`src/aem_map.vh`:
```
`ifndef AEM_MAP_VH
`define AEM_MAP_VH

////////////////////////////////////////////////////////////////////////////////
// clock
`define AEM_CLK_HZ      250000000
`define AEM_CLK_NS      4

////////////////////////////////////////////////////////////////////////////////
// serial character timing: 9600 bps, bit time rounded down to whole cycles
`define AEM_BAUD        9600
// 250 MHz over 9600 bps is 26041 cycles a bit
`define AEM_BIT_CYC     16'h65B9
// start + 7 data + parity + stop
`define AEM_CHAR_BITS   4'hA
// bytes in one revolution-count message
`define AEM_NUM_BYTES   4'h8

////////////////////////////////////////////////////////////////////////////////
// settle time after the last serial byte, in ms
`define AEM_SETTLE_MS   50
// 50 ms of the 250 MHz clock, sized to the settle timer
`define AEM_SETTLE_CYC  24'hBEBC20
// least time of one quadrature step of the initial pulses, in ns, rounded up
`define AEM_STEP_NS     400
// 400 ns at 4 ns a cycle, sized to the step parameter
`define AEM_STEP_CYC    16'h0064

////////////////////////////////////////////////////////////////////////////////
// revolution count limits and reset value
`define AEM_CNT_MAX     16'h7FFF
`define AEM_CNT_MIN     16'h8000
`define AEM_CNT_RST     16'h0000

////////////////////////////////////////////////////////////////////////////////
// encoder usage setting codes, factory default absolute
`define AEM_USE_ABS     1'b0
`define AEM_USE_INC     1'b1

////////////////////////////////////////////////////////////////////////////////
// message characters
`define AEM_CH_HEAD     7'h50
`define AEM_CH_PLUS     7'h2B
`define AEM_CH_MINUS    7'h2D
`define AEM_CH_END      7'h0D
`define AEM_CH_DIGIT    3'h3

`endif

```
`src/aem_char_tx.v`:
```
`include "aem_map.vh"

// one asynchronous character: start, 7 data lsb first, even parity, stop
module aem_char_tx #(
	parameter [15:0] BIT_CYC = 16'h65B9
) (
	// clock and reset
	input  wire       clk,
	input  wire       rst_n,
	// character request
	input  wire       start,
	input  wire [6:0] data,
	output reg        busy,
	// serial line, idle high
	output reg        line
);

	reg [9:0]  shift_q;   // frame bits still to send
	reg [3:0]  bits_q;    // bits left in frame
	reg [15:0] tick_q;    // cycles into current bit

	////////////////////////////////////////////////////////////////////////////////
	// bit shifter; start is ignored while busy
	always @(posedge clk or negedge rst_n)
	begin
		if (!rst_n)
		begin
			shift_q <= 10'h3FF;
			bits_q  <= 4'h0;
			tick_q  <= 16'h0000;
			busy    <= 1'b0;
			line    <= 1'b1;
		end
		else if (!busy)
		begin
			line <= 1'b1;
			if (start)
			begin
				// stop, even parity, data, start
				shift_q <= {1'b1, ^data, data, 1'b0};
				bits_q  <= `AEM_CHAR_BITS;
				tick_q  <= 16'h0000;
				busy    <= 1'b1;
			end
		end
		else
		begin
			line <= shift_q[0];
			if (tick_q == BIT_CYC - 16'h0001)
			begin
				tick_q  <= 16'h0000;
				shift_q <= {1'b1, shift_q[9:1]};
				bits_q  <= bits_q - 4'h1;
				// frame ends after the stop bit time
				if (bits_q == 4'h1)
					busy <= 1'b0;
			end
			else
				tick_q <= tick_q + 16'h0001;
		end
	end

endmodule

```
`src/aem_top.v`:
```
`include "aem_map.vh"

// Summary of operation
// positive overflow past +32767 wraps to -32768
// negative overflow past -32768 wraps to +32767
// host waits three seconds before raising request
// request rising edge starts data then pulses
// motor held off until transfer finishes
// host holds request 1.3 s before toggling
// usage setting: 0 absolute, 1 incremental
// usage setting takes effect after power cycle
// revolution count kept on backup supply
// host holds request low 15 ms
// host clears counter, waits for serial
// message is eight serial bytes
// normal pulses resume 50 ms after last byte; code waits 50 ms after the last initial pulse
// five ascii digits, 9600 7E1 async
module aem_top #(
	parameter [15:0] BIT_CYC    = `AEM_BIT_CYC,
	parameter [23:0] SETTLE_CYC = `AEM_SETTLE_CYC,
	parameter [15:0] STEP_CYC   = `AEM_STEP_CYC
) (
	// main and backup clocking
	input  wire        clk,
	input  wire        rst_n,
	input  wire        bkp_rst_n,
	// host pins
	input  wire        position_request_line,
	output reg         phase_a_serial_output,
	output reg         phase_b_output,
	// setting and drive pins
	input  wire        encoder_usage_select,
	input  wire        drive_energize,
	output reg         motor_enable,
	output reg         transfer_busy,
	// encoder side pins
	input  wire        enc_a,
	input  wire        enc_b,
	input  wire        rev_step,
	input  wire        rev_dir,
	input  wire [15:0] init_pulse_count,
	output reg  [15:0] rev_count
);

	localparam [4:0] ST_IDLE   = 5'h01;  // waiting for first request
	localparam [4:0] ST_SEND   = 5'h02;  // serial message
	localparam [4:0] ST_PULSE  = 5'h04;  // initial incremental pulses
	localparam [4:0] ST_SETTLE = 5'h08;  // gap before normal output
	localparam [4:0] ST_NORM   = 5'h10;  // normal incremental output

	reg [1:0]  req_sy_q;     // request synchroniser
	reg        req_old_q;    // request of previous cycle
	reg [1:0]  use_sy_q;     // usage setting synchroniser
	reg [1:0]  en_sy_q;      // energize synchroniser
	reg [1:0]  a_sy_q;       // phase a synchroniser
	reg [1:0]  b_sy_q;       // phase b synchroniser
	reg [1:0]  stp_sy_q;     // revolution step synchroniser
	reg [1:0]  dir_sy_q;     // revolution direction synchroniser
	reg        stp_old_q;    // step of previous cycle
	reg [1:0]  lat_cnt_q;    // cycles since reset release
	reg        latched_q;    // usage setting captured
	reg        use_q;        // usage in force until power cycle
	reg [4:0]  state_q;      // sequence state
	reg [3:0]  byte_q;       // next message byte
	reg        tx_start_q;   // character request pulse
	reg [6:0]  tx_data_q;    // character to send
	reg [16:0] mag_q;        // magnitude snapshot of the count
	reg        neg_q;        // sign snapshot of the count
	reg [15:0] pulses_q;     // initial pulses still to send
	reg [1:0]  quad_q;       // quadrature step
	reg [23:0] timer_q;      // step and settle timer
	wire       tx_busy;      // character in flight
	wire       tx_line;      // serial line from shifter
	wire       req_rise;     // request rising edge
	wire       stp_rise;     // one revolution passed
	wire [16:0] dig_4;
	wire [16:0] dig_3;
	wire [16:0] dig_2;
	wire [16:0] dig_1;
	wire [16:0] dig_0;

	assign req_rise = req_sy_q[1] & ~req_old_q;
	assign stp_rise = stp_sy_q[1] & ~stp_old_q;
	// decimal digits of the snapshot, most significant first
	assign dig_4 = (mag_q / 17'h02710) % 17'h0000A;
	assign dig_3 = (mag_q / 17'h003E8) % 17'h0000A;
	assign dig_2 = (mag_q / 17'h00064) % 17'h0000A;
	assign dig_1 = (mag_q / 17'h0000A) % 17'h0000A;
	assign dig_0 = mag_q % 17'h0000A;

	////////////////////////////////////////////////////////////////////////////////
	// main-domain pin synchronisers, only the second stage is read
	always @(posedge clk or negedge rst_n)
	begin
		if (!rst_n)
		begin
			req_sy_q  <= 2'h0;
			req_old_q <= 1'b0;
			use_sy_q  <= 2'h0;
			en_sy_q   <= 2'h0;
			a_sy_q    <= 2'h0;
			b_sy_q    <= 2'h0;
		end
		else
		begin
			req_sy_q  <= {req_sy_q[0], position_request_line};
			req_old_q <= req_sy_q[1];
			use_sy_q  <= {use_sy_q[0], encoder_usage_select};
			en_sy_q   <= {en_sy_q[0], drive_energize};
			a_sy_q    <= {a_sy_q[0], enc_a};
			b_sy_q    <= {b_sy_q[0], enc_b};
		end
	end

	////////////////////////////////////////////////////////////////////////////////
	// usage setting: caught once after release, once the synchroniser has
	// filled; later changes on the pin are ignored until the next power-up
	always @(posedge clk or negedge rst_n)
	begin
		if (!rst_n)
		begin
			lat_cnt_q <= 2'h0;
			latched_q <= 1'b0;
			use_q     <= `AEM_USE_ABS;
		end
		else if (!latched_q)
		begin
			lat_cnt_q <= lat_cnt_q + 2'h1;
			if (lat_cnt_q == 2'h3)
			begin
				latched_q <= 1'b1;
				use_q     <= use_sy_q[1];
			end
		end
	end

	////////////////////////////////////////////////////////////////////////////////
	// revolution count lives on the backup reset so a main power loss keeps it
	always @(posedge clk or negedge bkp_rst_n)
	begin
		if (!bkp_rst_n)
		begin
			stp_sy_q  <= 2'h0;
			dir_sy_q  <= 2'h0;
			stp_old_q <= 1'b0;
			rev_count <= `AEM_CNT_RST;
		end
		else
		begin
			stp_sy_q  <= {stp_sy_q[0], rev_step};
			dir_sy_q  <= {dir_sy_q[0], rev_dir};
			stp_old_q <= stp_sy_q[1];
			if (stp_rise)
			begin
				if (!dir_sy_q[1])
				begin
					// positive turn
					if (rev_count == `AEM_CNT_MAX)
						rev_count <= `AEM_CNT_MIN;
					else
						rev_count <= rev_count + 16'h0001;
				end
				else
				begin
					// negative turn
					if (rev_count == `AEM_CNT_MIN)
						rev_count <= `AEM_CNT_MAX;
					else
						rev_count <= rev_count - 16'h0001;
				end
			end
		end
	end

	////////////////////////////////////////////////////////////////////////////////
	// transfer sequence; a new rising edge restarts from the message even
	// mid-transfer, so a host that toggles early gets a fresh snapshot
	always @(posedge clk or negedge rst_n)
	begin
		if (!rst_n)
		begin
			state_q    <= ST_IDLE;
			byte_q     <= 4'h0;
			tx_start_q <= 1'b0;
			tx_data_q  <= 7'h00;
			mag_q      <= 17'h00000;
			neg_q      <= 1'b0;
			pulses_q   <= 16'h0000;
			quad_q     <= 2'h0;
			timer_q    <= 24'h000000;
		end
		else
		begin
			tx_start_q <= 1'b0;
			if (latched_q && use_q == `AEM_USE_INC)
				state_q <= ST_NORM;
			else if (latched_q && req_rise)
			begin
				// snapshot count and pulse offset at the edge
				state_q  <= ST_SEND;
				byte_q   <= 4'h0;
				neg_q    <= rev_count[15];
				mag_q    <= rev_count[15] ? (17'h10000 - {1'b0, rev_count})
					: {1'b0, rev_count};
				pulses_q <= init_pulse_count;
				quad_q   <= 2'h0;
				timer_q  <= 24'h000000;
			end
			else
			begin
				case (state_q)
					ST_SEND:
					begin
						// next byte once the shifter is free
						if (!tx_start_q && !tx_busy)
						begin
							if (byte_q == `AEM_NUM_BYTES)
								state_q <= ST_PULSE;
							else
							begin
								tx_start_q <= 1'b1;
								byte_q     <= byte_q + 4'h1;
								case (byte_q)
									4'h0:    tx_data_q <= `AEM_CH_HEAD;
									4'h1:    tx_data_q <= neg_q ? `AEM_CH_MINUS : `AEM_CH_PLUS;
									4'h2:    tx_data_q <= {`AEM_CH_DIGIT, dig_4[3:0]};
									4'h3:    tx_data_q <= {`AEM_CH_DIGIT, dig_3[3:0]};
									4'h4:    tx_data_q <= {`AEM_CH_DIGIT, dig_2[3:0]};
									4'h5:    tx_data_q <= {`AEM_CH_DIGIT, dig_1[3:0]};
									4'h6:    tx_data_q <= {`AEM_CH_DIGIT, dig_0[3:0]};
									default: tx_data_q <= `AEM_CH_END;
								endcase
							end
						end
					end
					ST_PULSE:
					begin
						// one quadrature cycle of four steps per pulse
						if (pulses_q == 16'h0000)
						begin
							state_q <= ST_SETTLE;
							timer_q <= 24'h000000;
						end
						else if (timer_q == {8'h00, STEP_CYC} - 24'h000001)
						begin
							timer_q <= 24'h000000;
							quad_q  <= quad_q + 2'h1;
							if (quad_q == 2'h3)
								pulses_q <= pulses_q - 16'h0001;
						end
						else
							timer_q <= timer_q + 24'h000001;
					end
					ST_SETTLE:
					begin
						if (timer_q == SETTLE_CYC - 24'h000001)
							state_q <= ST_NORM;
						else
							timer_q <= timer_q + 24'h000001;
					end
					ST_IDLE:
						state_q <= ST_IDLE;
					ST_NORM:
						state_q <= ST_NORM;
					default:
						state_q <= ST_IDLE;
				endcase
			end
		end
	end

	////////////////////////////////////////////////////////////////////////////////
	// registered outputs: line source per state, motor gate
	always @(posedge clk or negedge rst_n)
	begin
		if (!rst_n)
		begin
			phase_a_serial_output <= 1'b1;
			phase_b_output        <= 1'b0;
			motor_enable          <= 1'b0;
			transfer_busy         <= 1'b0;
		end
		else
		begin
			transfer_busy <= (state_q == ST_SEND) | (state_q == ST_PULSE);
			// energize is ignored until the pulses have gone out
			motor_enable  <= en_sy_q[1] & ((state_q == ST_SETTLE) | (state_q == ST_NORM));
			case (state_q)
				ST_SEND:
				begin
					phase_a_serial_output <= tx_line;
					phase_b_output        <= 1'b0;
				end
				ST_PULSE:
				begin
					phase_a_serial_output <= quad_q[1];
					phase_b_output        <= quad_q[1] ^ quad_q[0];
				end
				ST_NORM:
				begin
					phase_a_serial_output <= a_sy_q[1];
					phase_b_output        <= b_sy_q[1];
				end
				default:
				begin
					// idle high mark on the serial phase
					phase_a_serial_output <= 1'b1;
					phase_b_output        <= 1'b0;
				end
			endcase
		end
	end

	////////////////////////////////////////////////////////////////////////////////
	// character shifter
	aem_char_tx #(
		.BIT_CYC (BIT_CYC)
	) u_char_tx (
		.clk   (clk),
		.rst_n (rst_n),
		.start (tx_start_q),
		.data  (tx_data_q),
		.busy  (tx_busy),
		.line  (tx_line)
	);

endmodule

```
`config.mk`:
```
export PLATFORM = sky130hd
export DESIGN_NAME = aem_top
export DESIGN_NICKNAME = d
export VERILOG_FILES = /design/src/aem_char_tx.v /design/src/aem_top.v
export VERILOG_INCLUDE_DIRS = /design/src
export SDC_FILE = /design/constraint.sdc
export NUM_CORES = 1
export LEC_CHECK = 0
export BUFFER_PORTS_ARGS = -buffer_cell sky130_fd_sc_hd__buf_2
export CORE_ASPECT_RATIO = 0.75
export CORE_MARGIN = 10
export CORE_UTILIZATION = 42
export CTS_BUF_LIST = sky130_fd_sc_hd__clkbuf_4
export DETAILED_ROUTE_END_ITERATION = 10
export GPL_TIMING_DRIVEN = 1
export RECOVER_POWER = 100
export REMOVE_ABC_BUFFERS = 1
export SLEW_MARGIN = 20
export SYNTH_ARGS = -nofsm -noshare
export SYNTH_HDL_FRONTEND = slang
export SYNTH_SLANG_ARGS = --single-unit
```
`constraint.sdc`:
```
create_clock -name clk -period 32.2 [get_ports clk]
set_input_delay 4.83 -clock clk [delete_from_list [all_inputs] [get_ports clk]]
set_output_delay 4.83 -clock clk [all_outputs]
set_load 0.01 [all_outputs]
```
# == Yosys cells after proc, flatten, opt, wreduce, memory -nomap -nowiden ==
# Index checks and enable logic that the tools add are counted.
# Widths: inputs -> output; s select.
# word_totals
register_bits,149
word_cells,167
in_bits,26
output_inout_bits,20
# op_classes
reduce_logical,24
n_div,9
bitwise,12
eq_ne,27
n_addsub,10
mux,54
# op_table
operator,n
$mux 16,11
$mux 24,4
$mod 17x4->17 const B,5
$pmux 7 s7,1
$pmux 24 s2,1
$add 16x1->16 const B,2
$eq 16x15->1 const B,2
$sub 16x1->16 const B,2
$mux 10,3
$mux 5,6
$mux 4,7
$add 24x1->24 const B,1
$eq 24x24->1 const B,1
$eq 24x7->1 const B,1
$pmux 5 s4,1
$div 17x10->17 const B,1
$div 17x14->17 const B,1
$div 17x4->17 const B,1
$div 17x7->17 const B,1
$mux 17,1
$sub 17x16->17 const A,1
$eq 16x16->1 const B,1
$logic_not 16->1,1
$ne 4x4->1 const B,4
33 further kinds,76

# == Depth between registers and ports, before layout ==
# logic_depth
word_depth,6
ltp_mapped,146
mapped_depth_nobuf,139

# == Modules after synthesis ==
# Synthesis repeated with hierarchy kept, for this count alone.
# hier_totals
hier_cells,2044
area_unflattened_um2,16154.2
# by_module_without_submodules
mod,cells_per_inst,seq_area_each_um2,area_each_um2,n_inst
aem_top,1879,2930.3,14358.8,1
aem_char_tx,165,788.3,1795.5,1

# == Worst setup path before layout ==
# OpenSTA, ideal clock, no wires.
# synth_path
path_kind,register -> register
from,register byte_q[2]
to,register tx_data_q[1]
setup_ps,127
required_ps,32073
arrival_time_ps,29199
path_buffers,8
slack_ps,2874
stages_incl_launch_ff,136
synth_period_minus_slack_ps,29326
path_cell_list,dfrtp_1 buf_2 nor2_1 nand2_1 and2_1 ha_1 o211ai_1 a21oi_2 mux2_2 ha_1 a31oi_1 o22a_1 nor2_1 mux2_2 ha_1 a31o_1 a221oi_2 a2bb2oi_2 [... 100 more ...] o21ai_0 nand2b_1 a21oi_1 nor2b_1 o21ai_0 nand2b_1 a21oi_1 nor2b_1 o21ai_0 nand2b_1 a21oi_1 nor2b_1 a311oi_1 o221ai_1 a221o_1 nor4bb_1 o21ai_1 a31oi_1
# synth_lines
element,line_no,source
from (decl),aem_top.v:64,reg [3:0] byte_q;
from (signal assigned),aem_top.v:222,byte_q <= byte_q + 4'h1;
to (signal assigned),aem_top.v:224,4'h0: tx_data_q <= `AEM_CH_HEAD;
to (signal assigned),aem_top.v:225,4'h1: tx_data_q <= neg_q ? `AEM_CH_MINUS : `AEM_CH_PLUS;
to (signal assigned),aem_top.v:226,"4'h2: tx_data_q <= {`AEM_CH_DIGIT, dig_4[3:0]};"
to (decl),aem_top.v:66,reg [6:0] tx_data_q;

==> reports/summary.txt <==
status: finished with violations
failing checks: capacitance limit, slew limit
Final Hold Viols: 0
number of global-route vias before repair: 13.40k
total track usage: 0.1941
Routability Congestion: 0.9151
ratio of cells with drive above 1 in the final layout: 0.1002
wire length of the first global-routing pass: 71,560 um
commonest non-fill, non-tap cells in the layout: nand2_1, nor2_1, o21ai_0, ha_1, dfrtp_1
Synth Warn #: 0
largest family of logic cells by synthesized area: compound AO/OA/AOI/OAI gates
most common cell after layout, fill and taps aside: nand2_1
sequential power share: 0.324
Core Util, Final: 0.4546
initial antenna violation count: 2
worst min-delay path category: register to register
Critical Path Fanout Max: 18
CTS clock-pin slew for the worst setup and hold paths: 0.14 ns
worst skew pair latency: 0.59 ns
largest net degree at the start of global routing: 70
FMAX: 33.14 MHz
CP max stage delay: 0.55 ns
Sink Count: 148
gr ovfl total: 0
CP Class: register to register
Net Sw Frac: 0.4639
# rows: 60
Internal: 0.4665 mW
Worst EP arrival: 30.63 ns
Unique masters post-synth: 107
Avg Cell Area, Syn: 7.893 um2
wire length per cell: 18.24 um
I/O pin total: 46
Leak: 6.597 nW
dpl cell area: 0.01591 mm2
Clock Skew: 0.03513 ns
Post-synth top flop: dfrtp_1
adder and majority cell fraction of the synthesized area: 0.1100
mux cell area share after synthesis: 0.03619
Initial Utilization: 0.4269
Worst setup SP type: register
P&R area growth vs syn: 6.480%
H-tree levels: 4
Antenna Nets Post-Route: 0
via count: 15.06k
fin cells: 2,424
Final nets: 2,105
Mapped Area: 0.01535 mm2
worst vdd ir: 0.02806 mV
die area: 0.04468 mm2
Slew HR: -1.458
hold slack: 0.3652 ns
DR DRC count: 0
total routed wirelength: 44,200 um
post-layout minimum cycle time: 30.17 ns
count of input and output buffers: 45
Num CTS Buffers: 17
post-synthesis compound-gate area fraction: 0.2922
data required time of the worst path: 32.65 ns
die span in y: 185.6 um
DP Worst Slack: 0.7233 ns
final instance area: 0.01635 mm2
max_cap viols: 4
1st-iter DRT viols: 1,285
Clock power frac: 0.145
# setup viols final: 0
logic gate share of total power: 0.531
placed insts: 2,379
Synth Area in XOR/XNOR: 0.04793
actual slew at the worst max-slew pin: 3.687 ns
Slew Limit Fails: 184
Post-Synthesis Cells: 1,945
Post-Synth Simple-Gate Area: 0.2330
P per Cell Area: 53.24 mW/mm2
Pre-Repair DR Iteration Count: 5
Most common cell on crit path: o21a_1
die width: 240.8 um
Final Worst Setup Slack: 2.026 ns
CTS tree: built
Clock Root Buffer: clkbuf_4
post-synthesis sequential area ratio: 0.2422
post-DP HPWL: 32,710 um
Vias/cell: 6.212
ys async rst share: 1.000
Worst path slowest cell: dfrtp_1
Post-synth EDFFs: 0
Synth Register Bits: 148
CTS Buffer Depth: 2
crit end category: register
Final Cycle Share: 0.9371
sw power: 0.4037 mW
Core Region: 0.03596 mm2
[flip-flops by register name, summed over array words and instances (netlist names), 2 cells and up]
name,count
a_sy_q,2
rev_count,16
use_sy_q,2
lat_cnt_q,2
b_sy_q,2
u_char_tx.tick_q,16
tx_data_q,7
timer_q,24
byte_q,4
quad_q,2
pulses_q,16
req_sy_q,2
mag_q,17
en_sy_q,2
dir_sy_q,2
stp_sy_q,2
state_q,5
u_char_tx.bits_q,4
u_char_tx.shift_q,9
[per-stage QoR]
| stage | power [mW] | setup TNS [ns] |
|---|---|---|
| 2_1_floorplan | 0.6145 | 0 |
| 3_3_place_gp | 0.7313 | 0 |
| 3_5_place_dp | 0.7373 | 0 |
| 4_1_cts | 0.8678 | 0 |
| 5_1_grt | 0.9469 | -0.3908 |
| 6_report | 0.8702 | 0 |
[worst max-delay path: cells and delay by family, from the launching register on]
kind                       cells  cell delay [ns]
AOI/OAI and AO/OA             81            17.12
and+or+nand+nor               30             4.81
adders and majority gates     14             4.48
muxes                          5             1.78
buffers and inverters          6             1.20
DFF                            1             0.55
[final timing paths]
kind	cells past startpoint	from	slack, ns	endpoint
worst max-delay path	136	byte_q[3]	2.03	tx_data_q[1]
worst min-delay path	0	stp_sy_q[0]	0.37	stp_sy_q[1]
worst max register to register	136	byte_q[3]	2.03	tx_data_q[1]
worst min register to register	0	stp_sy_q[0]	0.37	stp_sy_q[1]
max in group asynchronous	2	rst_n	22.06	byte_q[2]
min in group asynchronous	1	bkp_rst_n	4.47	rev_count[7]
[power by group through the flow]
stage	logic, mW	clock network (mW)	registers [mW]
global placement	0.449	0	0.283
global route	0.521	0.139	0.287
detailed placement	0.454	0	0.283
CTS	0.458	0.130	0.280
finish	0.462	0.126	0.282
floorplan	0.350	0	0.265
[kinds of logic (layout without fill, tap and decap cells)]
| kind of cell | count (synthesis) | after routing |
|---|---|---|
| other cells | 0 | 2 |
| mux | 50 | 50 |
| compound gates | 654 | 654 |
| xor+xnor | 84 | 84 |
| fa+ha+maj | 135 | 135 |
| flops | 148 | 148 |
| buf+inv | 144 | 156 |
| simple gates | 730 | 730 |
[cell type report]
type / count / area [um2]
diodes: 2 / 5.005
inverters: 48 / 180.2
fillers: 3562 / 19610
flip-flops and latches: 148 / 3720
clock buffers: 17 / 127.6
repair buffers: 76 / 416.7
multi-input cells: 1653 / 11140
clock inverters: 15 / 171.4
well taps: 465 / 581.8
[per-layer routing]
metal	track usage	share of wire	up-vias
met4	0.03061	0.0099	0
met1	0.3029	0.51	7214
met5	0	0	-
met3	0.03133	0.070	44
li1	-	-	7281
met2	0.2736	0.41	520
[Yosys cell counts (all sizes together), types with 32 or more instances]
library cell	instances	area, um2
xnor2	38	332.8
clkbuf	76	286.5
o21a	60	450.4
nand3	45	230.2
o31ai	41	307.8
dfrtp	136	3403
nor2	189	711.9
nand2	194	728.2
ha	135	1689
xor2	46	402.9
a21oi	135	683.2
nor3	84	425.4
o21ai	171	867.1
and3	32	200.2
inv	48	180.2
[what timing repair did]
action / 4_1_cts / 5_1_grt
hold buffers: 0 / 0
hold endpoints to repair: 0 / 0
setup endpoints to repair: 0 / 4
resized for setup: 0 / 23
buffers inserted: 0 / 11
(Power assumes the default switching activity.)
